$ cat config.mk
export PLATFORM = sky130hd
export DESIGN_NAME = ieg_interrupt_enable_group_bits
export DESIGN_NICKNAME = d
export VERILOG_FILES = /design/src/ieg_pkg.sv /design/src/ieg_interrupt_enable_group_bits.sv
export VERILOG_INCLUDE_DIRS = /design/src
export SDC_FILE = /design/constraint.sdc
export NUM_CORES = 1
export LEC_CHECK = 0
export BUFFER_PORTS_ARGS = -buffer_cell sky130_fd_sc_hd__buf_2
export CAP_MARGIN = 10
export CORE_MARGIN = 3
export CORE_UTILIZATION = 37
export DETAILED_ROUTE_END_ITERATION = 10
export PLACE_DENSITY = 0.77
export REMOVE_ABC_BUFFERS = 1
export SLEW_MARGIN = 20
export SYNTH_ARGS = -nofsm -noshare
export SYNTH_HDL_FRONTEND = slang
export SYNTH_SLANG_ARGS = --single-unit
$ cat constraint.sdc
create_clock -name i_clk -period 2.05 [get_ports i_clk]
set_input_delay 0.41 -clock i_clk [delete_from_list [all_inputs] [get_ports i_clk]]
set_output_delay 0.41 -clock i_clk [all_outputs]
set_load 0.01 [all_outputs]
$ cat src/ieg_params.svh
`ifndef IEG_PARAMS_SVH
`define IEG_PARAMS_SVH

// Byte offsets of the registers inside the slave's 4 KB window.
`define IEG_OFS_CAN_EN      12'h000
`define IEG_OFS_GROUP3      12'h004
`define IEG_OFS_STATUS      12'h008

// Low address bits that take part in the register decode.
`define IEG_DEC_MSB         11

// Field positions in the CAN enable register.
`define IEG_BIT_CAN_EVENT   3
`define IEG_BIT_CAN_RX      2

// Field positions in the third enable register.
`define IEG_BIT_CALENDAR    14
`define IEG_BIT_DMA5        13

// Writable bits of each enable register; every other bit reads zero.
`define IEG_MASK_CAN_EN     16'h000c
`define IEG_MASK_GROUP3     16'h6000

// Power-on values of the enable registers.
`define IEG_RST_CAN_EN      16'h0000
`define IEG_RST_GROUP3      16'h0000

// Status register layout: pending flags low, forwarded requests above.
`define IEG_STAT_FLAG_LSB   0
`define IEG_STAT_REQ_LSB    4

// Number of interrupt sources handled by this block.
`define IEG_NUM_SRC         4

`endif

$ cat src/ieg_pkg.sv
package ieg_pkg;

	// Transfer types of the register bus.
	typedef enum logic [1:0] {
		IEG_TR_IDLE   = 2'b00,
		IEG_TR_BUSY   = 2'b01,
		IEG_TR_NONSEQ = 2'b10,
		IEG_TR_SEQ    = 2'b11
	} ieg_trans_t;

	// One sixteen-bit enable register.
	typedef logic [15:0] ieg_reg_t;

	// Source index order used for flags and requests.
	typedef enum logic [1:0] {
		IEG_SRC_CAN_EVENT = 2'b00,
		IEG_SRC_CAN_RX    = 2'b01,
		IEG_SRC_CALENDAR  = 2'b10,
		IEG_SRC_DMA5      = 2'b11
	} ieg_src_t;

endpackage

$ cat src/ieg_interrupt_enable_group_bits.sv
`timescale 1ns/100ps
`include "ieg_params.svh"

module ieg_interrupt_enable_group_bits #(
	parameter bit CAN_PRESENT = 1'b1
) (
	input  wire logic                 i_clk,
	input  wire logic                 i_nrst,
	input  wire logic                 i_hsel,
	input  wire logic [31:0]          i_haddr,
	input  wire ieg_pkg::ieg_trans_t  i_htrans,
	input  wire logic                 i_hwrite,
	input  wire logic [2:0]           i_hsize,
	input  wire logic [31:0]          i_hwdata,
	input  wire logic                 i_hready,
	output logic      [31:0]          o_hrdata,
	output logic                      o_hreadyout,
	output logic                      o_hresp,
	input  wire logic                 i_can_event_flag,
	input  wire logic                 i_can_rx_flag,
	input  wire logic                 i_calendar_flag,
	input  wire logic                 i_dma5_flag,
	output logic                      o_can_event_req,
	output logic                      o_can_rx_req,
	output logic                      o_calendar_req,
	output logic                      o_dma5_req
);
	import ieg_pkg::*;

	// Bus state carried from the address phase into the data phase.
	logic [`IEG_DEC_MSB:0]  addr_ff;
	logic [`IEG_DEC_MSB:0]  nxt_addr;
	logic                   wr_ff;
	logic                   nxt_wr;
	logic [31:0]            hrdata_ff;
	logic [31:0]            nxt_hrdata;

	// Enable registers.
	ieg_reg_t               can_en_ff;
	ieg_reg_t               nxt_can_en;
	ieg_reg_t               group3_ff;
	ieg_reg_t               nxt_group3;

	// Forwarded requests, one per source.
	logic [`IEG_NUM_SRC-1:0] req_ff;
	logic [`IEG_NUM_SRC-1:0] nxt_req;
	logic [`IEG_NUM_SRC-1:0] flags;
	logic [`IEG_NUM_SRC-1:0] enables;

	logic                   addr_phase;

	// Compares the decoded address bits against one register offset.
	function automatic logic reg_hit(
		input logic [`IEG_DEC_MSB:0] addr,
		input logic [`IEG_DEC_MSB:0] ofs
	);
		reg_hit = (addr[`IEG_DEC_MSB:2] == ofs[`IEG_DEC_MSB:2]);
	endfunction

	// Builds the read word for an offset; unmapped offsets read zero.
	function automatic logic [31:0] read_word(
		input logic [`IEG_DEC_MSB:0] addr,
		input ieg_reg_t              can_en,
		input ieg_reg_t              group3,
		input logic [`IEG_NUM_SRC-1:0] flg,
		input logic [`IEG_NUM_SRC-1:0] req
	);
		logic [31:0] stat;
		stat = 32'h0000_0000;
		stat[`IEG_STAT_FLAG_LSB +: `IEG_NUM_SRC] = flg;
		stat[`IEG_STAT_REQ_LSB +: `IEG_NUM_SRC] = req;
		if (reg_hit(addr, `IEG_OFS_CAN_EN)) begin
			read_word = {16'h0000, can_en & `IEG_MASK_CAN_EN};
		end else if (reg_hit(addr, `IEG_OFS_GROUP3)) begin
			read_word = {16'h0000, group3 & `IEG_MASK_GROUP3};
		end else if (reg_hit(addr, `IEG_OFS_STATUS)) begin
			read_word = stat;
		end else begin
			read_word = 32'h0000_0000;
		end
	endfunction

	// The slave never stretches a transfer and always answers OKAY, so
	// a transfer completes one cycle after its address phase.
	assign o_hreadyout = 1'b1;
	assign o_hresp     = 1'b0;
	assign o_hrdata    = hrdata_ff;

	// A transfer starts when selected, active and the bus is ready.
	assign addr_phase = i_hsel && i_hready &&
		(i_htrans == IEG_TR_NONSEQ || i_htrans == IEG_TR_SEQ);

	// Pending flags belong to the sources; this block only reads them.
	assign flags[IEG_SRC_CAN_EVENT] = i_can_event_flag;
	assign flags[IEG_SRC_CAN_RX]    = i_can_rx_flag;
	assign flags[IEG_SRC_CALENDAR]  = i_calendar_flag;
	assign flags[IEG_SRC_DMA5]      = i_dma5_flag;

	// Effective enables; the CAN ones are dead on parts without CAN.
	assign enables[IEG_SRC_CAN_EVENT] =
		can_en_ff[`IEG_BIT_CAN_EVENT] && CAN_PRESENT;
	assign enables[IEG_SRC_CAN_RX] =
		can_en_ff[`IEG_BIT_CAN_RX] && CAN_PRESENT;
	assign enables[IEG_SRC_CALENDAR] =
		group3_ff[`IEG_BIT_CALENDAR];
	assign enables[IEG_SRC_DMA5] =
		group3_ff[`IEG_BIT_DMA5];

	// Next bus-phase state and register contents.
	always_comb begin
		nxt_addr   = addr_ff;
		nxt_wr     = 1'b0;
		nxt_can_en = can_en_ff;
		nxt_group3 = group3_ff;
		nxt_hrdata = hrdata_ff;
		// Data phase of a write: hwdata is valid now.
		if (wr_ff) begin
			if (reg_hit(addr_ff, `IEG_OFS_CAN_EN)) begin
				nxt_can_en = i_hwdata[15:0] & `IEG_MASK_CAN_EN;
			end
			if (reg_hit(addr_ff, `IEG_OFS_GROUP3)) begin
				// Only bits 14 and 13 store; the rest stay zero.
				nxt_group3 = i_hwdata[15:0] & `IEG_MASK_GROUP3;
			end
		end
		// Address phase: latch write intent, or prepare read data.
		if (addr_phase) begin
			nxt_addr = i_haddr[`IEG_DEC_MSB:0];
			nxt_wr   = i_hwrite;
			if (!i_hwrite) begin
				// Reading from the next values forwards a write that
				// completes in this same cycle to a back-to-back read.
				nxt_hrdata = read_word(i_haddr[`IEG_DEC_MSB:0],
					nxt_can_en, nxt_group3, flags, req_ff);
			end
		end
	end

	// Bus-phase state and enable registers.
	always_ff @(posedge i_clk or negedge i_nrst) begin
		if (!i_nrst) begin
			addr_ff   <= '0;
			wr_ff     <= 1'b0;
			hrdata_ff <= 32'h0000_0000;
			can_en_ff <= `IEG_RST_CAN_EN;
			group3_ff <= `IEG_RST_GROUP3;
		end else begin
			addr_ff   <= nxt_addr;
			wr_ff     <= nxt_wr;
			hrdata_ff <= nxt_hrdata;
			can_en_ff <= nxt_can_en;
			group3_ff <= nxt_group3;
		end
	end

	// Each request is its flag passed through its enable, nothing more.
	always_comb begin
		nxt_req = flags & enables;
	end

	// Requests are registered so the core sees glitch-free levels.
	always_ff @(posedge i_clk or negedge i_nrst) begin
		if (!i_nrst) begin
			req_ff <= '0;
		end else begin
			req_ff <= nxt_req;
		end
	end

	assign o_can_event_req = req_ff[IEG_SRC_CAN_EVENT];
	assign o_can_rx_req    = req_ff[IEG_SRC_CAN_RX];
	assign o_calendar_req  = req_ff[IEG_SRC_CALENDAR];
	assign o_dma5_req      = req_ff[IEG_SRC_DMA5];

	// A CAN event request follows flag and enable one cycle later.
	chk_can_event_gate: assert property (
		@(posedge i_clk) disable iff (!i_nrst)
		##1 o_can_event_req == $past(i_can_event_flag &&
			can_en_ff[`IEG_BIT_CAN_EVENT] && CAN_PRESENT))
		else $error("CAN event request does not match its gate");

	// A write of bit 2 makes the receive-ready source pass two cycles on.
	chk_can_rx_enable: assert property (
		@(posedge i_clk) disable iff (!i_nrst)
		(wr_ff && reg_hit(addr_ff, `IEG_OFS_CAN_EN)) ##1
		(i_can_rx_flag && CAN_PRESENT)
		|=> o_can_rx_req == $past(i_hwdata[`IEG_BIT_CAN_RX], 2))
		else $error("CAN receive request ignores the written enable");

	// The calendar request never rises while its enable is clear.
	chk_calendar_gate: assert property (
		@(posedge i_clk) disable iff (!i_nrst)
		!group3_ff[`IEG_BIT_CALENDAR] |=> !o_calendar_req)
		else $error("Calendar request raised while disabled");

	// A write to group 3 lands in the register and gates DMA 5.
	chk_dma5_write: assert property (
		@(posedge i_clk) disable iff (!i_nrst)
		(wr_ff && reg_hit(addr_ff, `IEG_OFS_GROUP3))
		|=> group3_ff[`IEG_BIT_DMA5] == $past(i_hwdata[`IEG_BIT_DMA5])
		##1 o_dma5_req == ($past(i_dma5_flag) &&
			$past(group3_ff[`IEG_BIT_DMA5])))
		else $error("DMA 5 enable write not applied");

	// Unimplemented group 3 bits hold and read as zero.
	chk_group3_zero: assert property (
		@(posedge i_clk) disable iff (!i_nrst)
		(addr_phase && !i_hwrite &&
			reg_hit(i_haddr[`IEG_DEC_MSB:0], `IEG_OFS_GROUP3))
		|=> (o_hrdata & ~{16'h0000, `IEG_MASK_GROUP3}) == 32'h0000_0000
			&& (group3_ff & ~`IEG_MASK_GROUP3) == 16'h0000)
		else $error("Unimplemented group 3 bit reads as one");

	// On parts without CAN both CAN requests stay low throughout.
	chk_no_can_part: assert property (
		@(posedge i_clk) disable iff (!i_nrst)
		!CAN_PRESENT |-> !o_can_event_req && !o_can_rx_req)
		else $error("CAN request raised on a part without CAN");

	// Turning an enable on with no flag pending raises no request.
	chk_flag_untouched: assert property (
		@(posedge i_clk) disable iff (!i_nrst)
		($rose(group3_ff[`IEG_BIT_CALENDAR]) && !i_calendar_flag)
		|=> !o_calendar_req)
		else $error("Enable change created a request without a flag");

	// Read data of the status register mirrors the pending flags.
	chk_status_read: assert property (
		@(posedge i_clk) disable iff (!i_nrst)
		(addr_phase && !i_hwrite &&
			reg_hit(i_haddr[`IEG_DEC_MSB:0], `IEG_OFS_STATUS))
		|=> o_hrdata[`IEG_STAT_FLAG_LSB +: `IEG_NUM_SRC] == $past(flags))
		else $error("Status read does not show the pending flags");

	// A write to the CAN register lands the event enable bit.
	chk_can_event_write: assert property (
		@(posedge i_clk) disable iff (!i_nrst)
		(wr_ff && reg_hit(addr_ff, `IEG_OFS_CAN_EN))
		|=> can_en_ff[`IEG_BIT_CAN_EVENT] ==
			$past(i_hwdata[`IEG_BIT_CAN_EVENT]))
		else $error("CAN event enable write not applied");

	// A CAN register read returns the stored enables, upper half zero.
	chk_can_en_read: assert property (
		@(posedge i_clk) disable iff (!i_nrst)
		(addr_phase && !i_hwrite &&
			reg_hit(i_haddr[`IEG_DEC_MSB:0], `IEG_OFS_CAN_EN))
		|=> o_hrdata == {16'h0000, can_en_ff})
		else $error("CAN enable register read back wrong");

	// A write to group 3 lands the calendar enable bit.
	chk_calendar_write: assert property (
		@(posedge i_clk) disable iff (!i_nrst)
		(wr_ff && reg_hit(addr_ff, `IEG_OFS_GROUP3))
		|=> group3_ff[`IEG_BIT_CALENDAR] ==
			$past(i_hwdata[`IEG_BIT_CALENDAR]))
		else $error("Calendar enable write not applied");

	// A group 3 read returns the stored enables in the low half.
	chk_group3_read: assert property (
		@(posedge i_clk) disable iff (!i_nrst)
		(addr_phase && !i_hwrite &&
			reg_hit(i_haddr[`IEG_DEC_MSB:0], `IEG_OFS_GROUP3))
		|=> o_hrdata == {16'h0000, group3_ff})
		else $error("Group 3 register read back wrong");

	// The DMA 5 request never rises while its enable is clear.
	chk_dma5_gate: assert property (
		@(posedge i_clk) disable iff (!i_nrst)
		!group3_ff[`IEG_BIT_DMA5] |=> !o_dma5_req)
		else $error("DMA 5 request raised while disabled");

	// Writes to the status or unmapped offsets leave the enables alone.
	chk_unmapped_write: assert property (
		@(posedge i_clk) disable iff (!i_nrst)
		(wr_ff && !reg_hit(addr_ff, `IEG_OFS_CAN_EN) &&
			!reg_hit(addr_ff, `IEG_OFS_GROUP3))
		|=> $stable(can_en_ff) && $stable(group3_ff))
		else $error("Write to an unmapped offset changed an enable");

	// Without a pending flag no calendar or DMA request is forwarded.
	chk_no_flag_no_req: assert property (
		@(posedge i_clk) disable iff (!i_nrst)
		!i_calendar_flag && !i_dma5_flag
		|=> !o_calendar_req && !o_dma5_req)
		else $error("Request raised without its pending flag");

	// Without a pending flag no CAN request is forwarded either.
	chk_can_needs_flag: assert property (
		@(posedge i_clk) disable iff (!i_nrst)
		!i_can_event_flag && !i_can_rx_flag
		|=> !o_can_event_req && !o_can_rx_req)
		else $error("CAN request raised without its pending flag");

endmodule

* Yosys cells after proc, flatten, opt, wreduce, memory -nomap -nowiden
Index checks and enable logic that the tools add are counted.
Storage, ports and cells: flip-flop bits (word level) 53, output and inout port bits 38, word-level logic and storage cells 27
Operators by class: eq/ne operators 5, muxes and demuxes 8, bitwise logic cells 2, reduce and logical (&&, ||, !) cells 6
Operators by type and width (number):
- 15-bit 2-to-1 mux | 4
- 10-bit by 1-bit equality test with 1-bit output (second input constant) | 2
- 10-bit zero test | 2
- 10-bit by 2-bit equality test with 1-bit output (second input constant) | 1
- 4-bit 2-to-1 mux | 2
- 8-bit 2-to-1 mux | 1
- 4-bit bitwise AND | 1
- 2-bit equality test (second input constant) | 2
- 1-bit logical AND | 2
- 2-bit AND reduction | 1
- 1-bit logical OR | 1
- 1-bit 2-to-1 mux | 1
- 1-bit NOT | 1

* Logic depth before layout (Yosys ltp)
Gate-level depths: netlist of the first run.
depth in word-level cells 5, mapped depth 4

* Worst setup path after synthesis of the first run
No wires, ideal clock.
kind input to register, start point in i_haddr[9], end point reg hrdata_ff[2] (netlist: o_hrdata[2]), setup time 0.066 ns, data arrival time 1.574 ns, data required time 1.984 ns, slack 0.410 ns, cell stages on the path 4, path buffers 0, cell sequence or4_4 -> nor4_4 -> a22o_1 -> a31o_1
Between the ends: longest elaborated chain between the ends 4, elaborated cells on any way between the ends 6
RTL lines:
- start, declared | line ieg_interrupt_enable_group_bits.sv:10 | input wire logic [31:0] i_haddr,
- 10-bit by 2-bit equality test with 1-bit output | line ieg_interrupt_enable_group_bits.sv:57 | reg_hit = (addr[`IEG_DEC_MSB:2] == ofs[`IEG_DEC_MSB:2]);
- 8-bit 2-to-1 mux | line ieg_interrupt_enable_group_bits.sv:76 | end else if (reg_hit(addr, `IEG_OFS_STATUS)) begin
- 15-bit 2-to-1 mux | line ieg_interrupt_enable_group_bits.sv:74 | end else if (reg_hit(addr, `IEG_OFS_GROUP3)) begin
- 15-bit 2-to-1 mux (*) | line ieg_interrupt_enable_group_bits.sv:72 | if (reg_hit(addr, `IEG_OFS_CAN_EN)) begin
- end signal, assigned | line ieg_interrupt_enable_group_bits.sv:150 | hrdata_ff <= nxt_hrdata;
- end, declared | line ieg_interrupt_enable_group_bits.sv:35 | logic [31:0] hrdata_ff;
Mark *: on every way between the ends. The rest lies on a longest branch, timed or not. A chain may end at the register's enable or synchronous reset.

* Worst setup path in the final report of the first run
start point reg addr_ff[5], end point reg hrdata_ff[3] (netlist: o_hrdata[3])
Between the ends: longest elaborated chain between the ends 4
RTL lines:
- start, declared | line ieg_interrupt_enable_group_bits.sv:31 | logic [`IEG_DEC_MSB:0] addr_ff;
- start signal, assigned | line ieg_interrupt_enable_group_bits.sv:148 | addr_ff <= nxt_addr;
- 10-bit zero test | line ieg_interrupt_enable_group_bits.sv:57
- 4-bit 2-to-1 mux | line ieg_interrupt_enable_group_bits.sv:118 | if (reg_hit(addr_ff, `IEG_OFS_CAN_EN)) begin
- 4-bit 2-to-1 mux | line ieg_interrupt_enable_group_bits.sv:117 | if (wr_ff) begin
- via nxt_can_en[3] | line ieg_interrupt_enable_group_bits.sv:40 | ieg_reg_t nxt_can_en;
- 15-bit 2-to-1 mux | line ieg_interrupt_enable_group_bits.sv:72
The timed path passes the listed nets, and every way through them passes these cells.

==> results of run 1 <==
==> cell usage after synthesis (all sizes together) <==
cell	number
inv	2
nand2	1
a31o	2
a32o	2
a22o	8
and2	4
and4b	1
nor4	4
dfrtp	29
conb	2
or4	2
mux2	13
nand3	1
nand4	1
buf	26
or2b	1
nor2b	1
nor2	1
o21ai	1
nand4b	1
==> sequential cells by signal, indices dropped and copies added, names as in the netlist <==
name / count
o_hrdata: 10
group3_ff: 2
wr_ff: 1
req_ff: 4
can_en_ff: 2
addr_ff: 10
==> per-stage QoR <==
step                total power (W)  cells
CTS                         0.00116    192
floorplan                  0.000717     99
global route                0.00122    192
finish                      0.00115    192
detailed placement         0.000775    184
global placement           0.000767    184
==> worst max path at each step <==
stage / slack (ps) / from / depth (start not counted) / to
4_1_cts: 250 / addr_ff[5]$_DFFE_PN0N_ / 4 / o_hrdata[3]$_DFFE_PN0P_
6_report: 280 / addr_ff[5]$_DFFE_PN0N_ / 4 / o_hrdata[3]$_DFFE_PN0P_
2_1_floorplan: 360 / i_hwrite / 4 / o_hrdata[2]$_DFFE_PN0P_
3_5_place_dp: 220 / i_haddr[9] / 5 / o_hrdata[5]$_DFFE_PN0P_
3_3_place_gp: 250 / i_haddr[9] / 5 / o_hrdata[4]$_DFFE_PN0P_
5_1_grt: 200 / addr_ff[7]$_DFFE_PN0N_ / 4 / o_hrdata[2]$_DFFE_PN0P_
==> cells by family (layout without fill, tap and decap cells) <==
logic type      count (synthesis)  after routing
buf+inv                        28             49
compound gates                 13             13
flops                          29             29
simple gates                   18             18
other cells                     2             24
mux                            13             13
==> power groups by stage <==
stage | combinational [W] | clock (W) | sequential (W)
after global placement | 0.000119 | 0 | 0.000648
after global routing | 0.000139 | 0.000430 | 0.000648
after floorplan | 0.0000721 | 0 | 0.000645
after detailed placement | 0.000124 | 0 | 0.000651
after CTS | 0.000125 | 0.000399 | 0.000640
final | 0.000123 | 0.000387 | 0.000639
==> layout by cell type (no fill, tap or decap), types with 2 or more instances in the layout <==
master    count
mux2_1        3
a22o_1        8
buf_2        37
a31o_1        2
clkbuf_4      5
and2_1        4
nor4_1        2
clkbuf_8      2
mux2_2       10
dfrtp_1      29
conb_1       24
inv_1         2
buf_4         2
a32o_1        2
==> critical path: stages (launching register included) <==
cell and delay, ps:
dfrtp_1 390, nor4_1 410, and4b_1 310, mux2_1 360, a31o_1 210
==> cell type report <==
class	instances	area share (%)
Sequential cell	29	46.8
Timing Repair Buffer	39	12.9
Inverter	2	0.484
Clock inverter	1	0.323
Tap cell	46	3.71
Clock buffer	7	4.19
Multi-Input combinational cell	68	31.6
==> per-layer routing <==
metal / vias to the layer above / part of all wire, % / wire length, um / GRT usage [%]
met5: - / 0 / 0 / 0
met1: 419 / 38 / 905 / 12.9
met3: 3 / 12 / 278 / 4.93
li1: 405 / - / - / -
met4: 0 / 1.2 / 28 / 5.33
met2: 49 / 49 / 1170 / 20.8
==> results.py, run 1 <==
metrics = {
    "setup_path": {
        "cp_data_required_time_ps": 2270,
        "crit_fanout": 2,
        "r2r_slack_ps": 280,
        "start_kind": "register",
        "path_class": "reg2reg",
        "end_kind": "register",
        "worstRegToRegCells": 4,
        "reg2reg_to": "o_hrdata[3]$_DFFE_PN0P_",
        "cp.arrival_ps": 2000,
        "reg2reg_from": "addr_ff[5]$_DFFE_PN0N_",
    },
    "sta": {
        "worst_slack_ps": 276,
        "finalHoldViolCount": 0,
        "grt_setup_unrepaired": "no",
        "drv_slew": 0,
        "fin_crit_ps": 1770,
        "worst_pin_slew_ps": 625,
        "fmax_mhz": 564,
        "finalSetupViolations": 0,
        "finalCritPeriodShare_pct": 86.6,
        "clock_skew_ps": 7.05,
        "relSlewSlack_pct": 58.4,
        "finalSetupTns_ps": 0,
        "timing.hold.ws_ps": 92.9,
    },
    "synth": {
        "synth_compound_area_share_pct": 8.45,
        "synth-xor-area-share_pct": 0,
        "ys_types": 25,
        "synth_top_family_by_area": "buffers and inverters",
        "synthTopCellsByArea": "dfrtp_1, buf_4, mux2_2",
        "syn_inst": 103,
        "yosys.area.top_type": "dfrtp_1",
        "synthMuxAreaShare_pct": 11.0,
        "synth-simple-area-share_pct": 10.6,
        "yosys.area_share.adder_pct": 0,
        "synth-seq-area-share_pct": 54.5,
        "ys.warnings.count": 0,
        "syn_area_sq_mm": 0.00133,
        "synth_top_cell_area_share_pct": 54.5,
        "ys_seq_elements": 29,
        "syn_area_per_cell_sq_um": 12.9,
    },
    "layout": {
        "syn2layout_area_growth_pct": 16.4,
        "fin_nets": 223,
        "post-route-util_pct": 45.8,
        "n_antenna_cell": 0,
        "final_cell_area_sq_mm": 0.00155,
        "drive_above_1_share_pct": 41.1,
        "multi_input_area_sq_um": 490,
        "seqCellArea_sq_um": 726,
        "n_fill_cell": 326,
    },
    "cts": {
        "cts_buffers": 5,
        "clock_sinks": 29,
        "clock_latency_ps": 320,
        "cts_tree": "built",
        "cts_hold_buf": 0,
        "postCtsResizedCells": 0,
        "ctsRootBufferMaster": "clkbuf_4",
        "cts_buffer_depth": 2,
        "postCtsSetupRepairBufs": 0,
        "htree_levels": 2,
        "path_clk_slew_ps": 90,
    },
    "pwr": {
        "sw_frac_of_total_pct": 24.3,
        "p_per_area_mw_per_mm2": 741,
        "ir_worst_vdd_uv": 251,
        "combPwrFrac_pct": 10.7,
        "seqPwrFrac_pct": 55.6,
        "p_sw_w": 0.000279,
        "intPower_w": 0.000870,
        "leakage_nw": 0.826,
        "pwr-share-clk_pct": 33.6,
    },
    "route": {
        "wirelength_um": 2380,
        "ant_nets": 0,
        "drc_errors": 0,
        "vias": 876,
        "avgRoutedWirePerCell_um": 12.4,
        "avgViaCountPerCell": 4.56,
        "drt-initial-drc-count": 43,
        "detail_route.first_pass.iterations": 4,
    },
    "grt": {
        "grt_pass1_wl_um": 3880,
        "grt_max_degree": 30,
        "antenna_found_initial": 0,
        "grt_pass1_vias": 901,
        "gr-usage-all-layers_pct": 12.1,
        "overflow": 0,
    },
    "floorplan": {
        "die_w_um": 66.0,
        "fp.coreArea_sq_mm": 0.00339,
        "ios": 116,
        "fp.dieH_um": 66.0,
        "rows": 21,
        "start_util_pct": 39.3,
        "die-area_sq_mm": 0.00436,
    },
    "placed_design": {
        "place_ws_ps": 216,
        "place.gp.congestion": 0.760,
        "dpl_cell_area_sq_mm": 0.00148,
        "io_buffers": 37,
        "hpwlAfterDp_um": 1890,
    },
    "outcome": {
        "status": "finished clean",
    },
    "worst_hold_path": {
        "hp-class": "in2async",
    },
    "job": {
        "max_cap_violations": 0,
    },
}
Note: power is estimated with default switching activity, not from simulation.
==> run 2: changes to the inputs <==
Settings changed: CORE_ASPECT_RATIO from default to 1.1, SETUP_SLACK_MARGIN from default to 0.15.
==> run 2 against run 1 <==
Net effect: utilization decreased by 0.13 points; largest cell class unchanged; first-iteration DRC count decreased by 81%; combinational power about the same; critical path type unchanged.
==> results.py, run 2 (same netlist as run 1, synthesis figures left out) <==
metrics = {
    "outcome": {
        "status": "finished clean",
    },
    "route": {
        "ant_nets": 0,
        "drt-initial-drc-count": 8,
        "avgViaCountPerCell": 4.47,
        "drc_errors": 0,
        "wirelength_um": 2410,
        "vias": 862,
        "detail_route.first_pass.iterations": 3,
        "avgRoutedWirePerCell_um": 12.5,
    },
    "setup_path": {
        "worst-path-buf-inv": 0,
        "crit_fanout": 2,
        "cpLargestDelayFamily": "simple AND/OR/NAND/NOR gates",
        "path_class": "reg2reg",
        "max_stage_delay_ps": 380,
        "cp_data_required_time_ps": 2260,
        "cp.arrival_ps": 1970,
        "start_kind": "register",
        "crit_chain": "nor4_1 -> and4b_1 -> mux2_1 -> a31o_1",
        "cp_slowest_cell": "dfrtp_1",
        "end_kind": "register",
    },
    "placed_design": {
        "hpwlAfterDp_um": 1950,
        "place.gp.congestion": 0.736,
        "io_buffers": 37,
    },
    "floorplan": {
        "ios": 116,
        "start_util_pct": 39.4,
        "rows": 22,
        "fp.coreArea_sq_mm": 0.00339,
        "die_w_um": 63.2,
        "die-area_sq_mm": 0.00436,
        "fp.dieH_um": 68.9,
    },
    "sta": {
        "finalHoldViolCount": 0,
        "grt_setup_unrepaired": "no",
        "finalSetupTns_ps": 0,
        "fmax_mhz": 571,
        "worst_pin_slew_ps": 621,
        "relSlewSlack_pct": 58.6,
        "finalCritPeriodShare_pct": 85.5,
        "fin_crit_ps": 1750,
        "finalSetupViolations": 0,
        "drv_slew": 0,
        "clock_skew_ps": 3.66,
    },
    "grt": {
        "antenna_found_initial": 0,
        "grt_pass1_wl_um": 3880,
        "gr-usage-all-layers_pct": 12.1,
        "grt_max_degree": 30,
        "grt_pass1_vias": 884,
        "overflow": 0,
    },
    "pwr": {
        "ir_worst_vdd_uv": 424,
        "p_per_area_mw_per_mm2": 715,
        "leakage_nw": 0.817,
    },
    "cts": {
        "cts_buffers": 5,
        "cts_buffer_depth": 2,
        "clock_sinks": 29,
        "postCtsSetupRepairBufs": 0,
        "path_clk_slew_ps": 80,
        "postCtsResizedCells": 0,
        "cts_hold_buf": 0,
        "clock_latency_ps": 320,
        "ctsRootBufferMaster": "clkbuf_4",
        "cts_tree": "built",
        "htree_levels": 2,
    },
    "job": {
        "max_cap_violations": 0,
    },
    "layout": {
        "mostFrequentLayoutCells": "buf_2, dfrtp_1, conb_1",
        "final_common_cell": "buf_2",
        "n_fill_cell": 334,
        "syn2layout_area_growth_pct": 16.0,
        "n_antenna_cell": 0,
        "post-route-util_pct": 45.6,
        "fin_nets": 223,
        "drive_above_1_share_pct": 40.7,
    },
    "worst_hold_path": {
        "hp-class": "in2async",
    },
}
-- run 2: area by class of cell --
| cell class | instances | area, sq um | area share (%) |
|---|---|---|---|
| Inverter | 2 | 7.51 | 0.486 |
| Multi-Input combinational cell | 68 | 497 | 32.1 |
| Sequential cell | 29 | 726 | 47.0 |
| Clock buffer | 7 | 55.1 | 3.56 |
| Tap cell | 48 | 60.1 | 3.89 |
| Timing Repair Buffer | 39 | 200 | 13.0 |
-- run 2: stage by stage --
step | cell area (sq um) | hold WS [ps] | worst slack, ps | total power (W) | instances
after floorplan | 1220 | 114 | 362 | 0.000717 | 99
after global placement | 1480 | 447 | 260 | 0.000767 | 186
after detailed placement | 1480 | 466 | 233 | 0.000777 | 186
after CTS | 1540 | 112 | 293 | 0.00112 | 193
after global routing | 1550 | 128 | 194 | 0.00117 | 193
final | 1550 | 95.4 | 297 | 0.00111 | 193
-- run 2: metal layers --
| metal | routed length [um] | share of wire, % | global-route usage, % | up-vias |
|---|---|---|---|---|
| li1 | - | - | - | 404 |
| met2 | 1250 | 52 | 21.9 | 42 |
| met1 | 884 | 37 | 12.1 | 413 |
| met5 | 0 | 0 | 0 | - |
| met3 | 251 | 10 | 6.81 | 3 |
| met4 | 22 | 0.91 | 3.23 | 0 |
-- run 2: path summary, 6_finish.rpt --
path,startpoint,to,slack [ps],cells after the start
max in group asynchronous,i_nrst,o_hrdata[1]$_DFFE_PN0P_,1550,1
max,addr_ff[3]$_DFFE_PN0N_,o_hrdata[2]$_DFFE_PN0P_,300,4
min reg2reg,can_en_ff[3]$_DFF_PN0_,req_ff[0]$_DFF_PN0_,480,1
max reg2reg,addr_ff[3]$_DFFE_PN0N_,o_hrdata[2]$_DFFE_PN0P_,300,4
min in group i_clk,i_hwrite,wr_ff$_DFF_PN0_,300,3
min,i_nrst,addr_ff[6]$_DFFE_PN0N_,100,1
-- run 2: power by group --
| group | switching (W) | leakage, nW | internal, W |
|---|---|---|---|
| clock network | 0.000177 | 0.0314 | 0.000161 |
| logic | 0.0000687 | 0.409 | 0.0000561 |
| registers | 0.0000259 | 0.377 | 0.000616 |
-- run 2: worst reg2reg max path, cell delays in order (launching register included) --
cell and delay, ps:
dfrtp_1 380, nor4_1 380, and4b_1 300, mux2_1 370, a31o_1 210
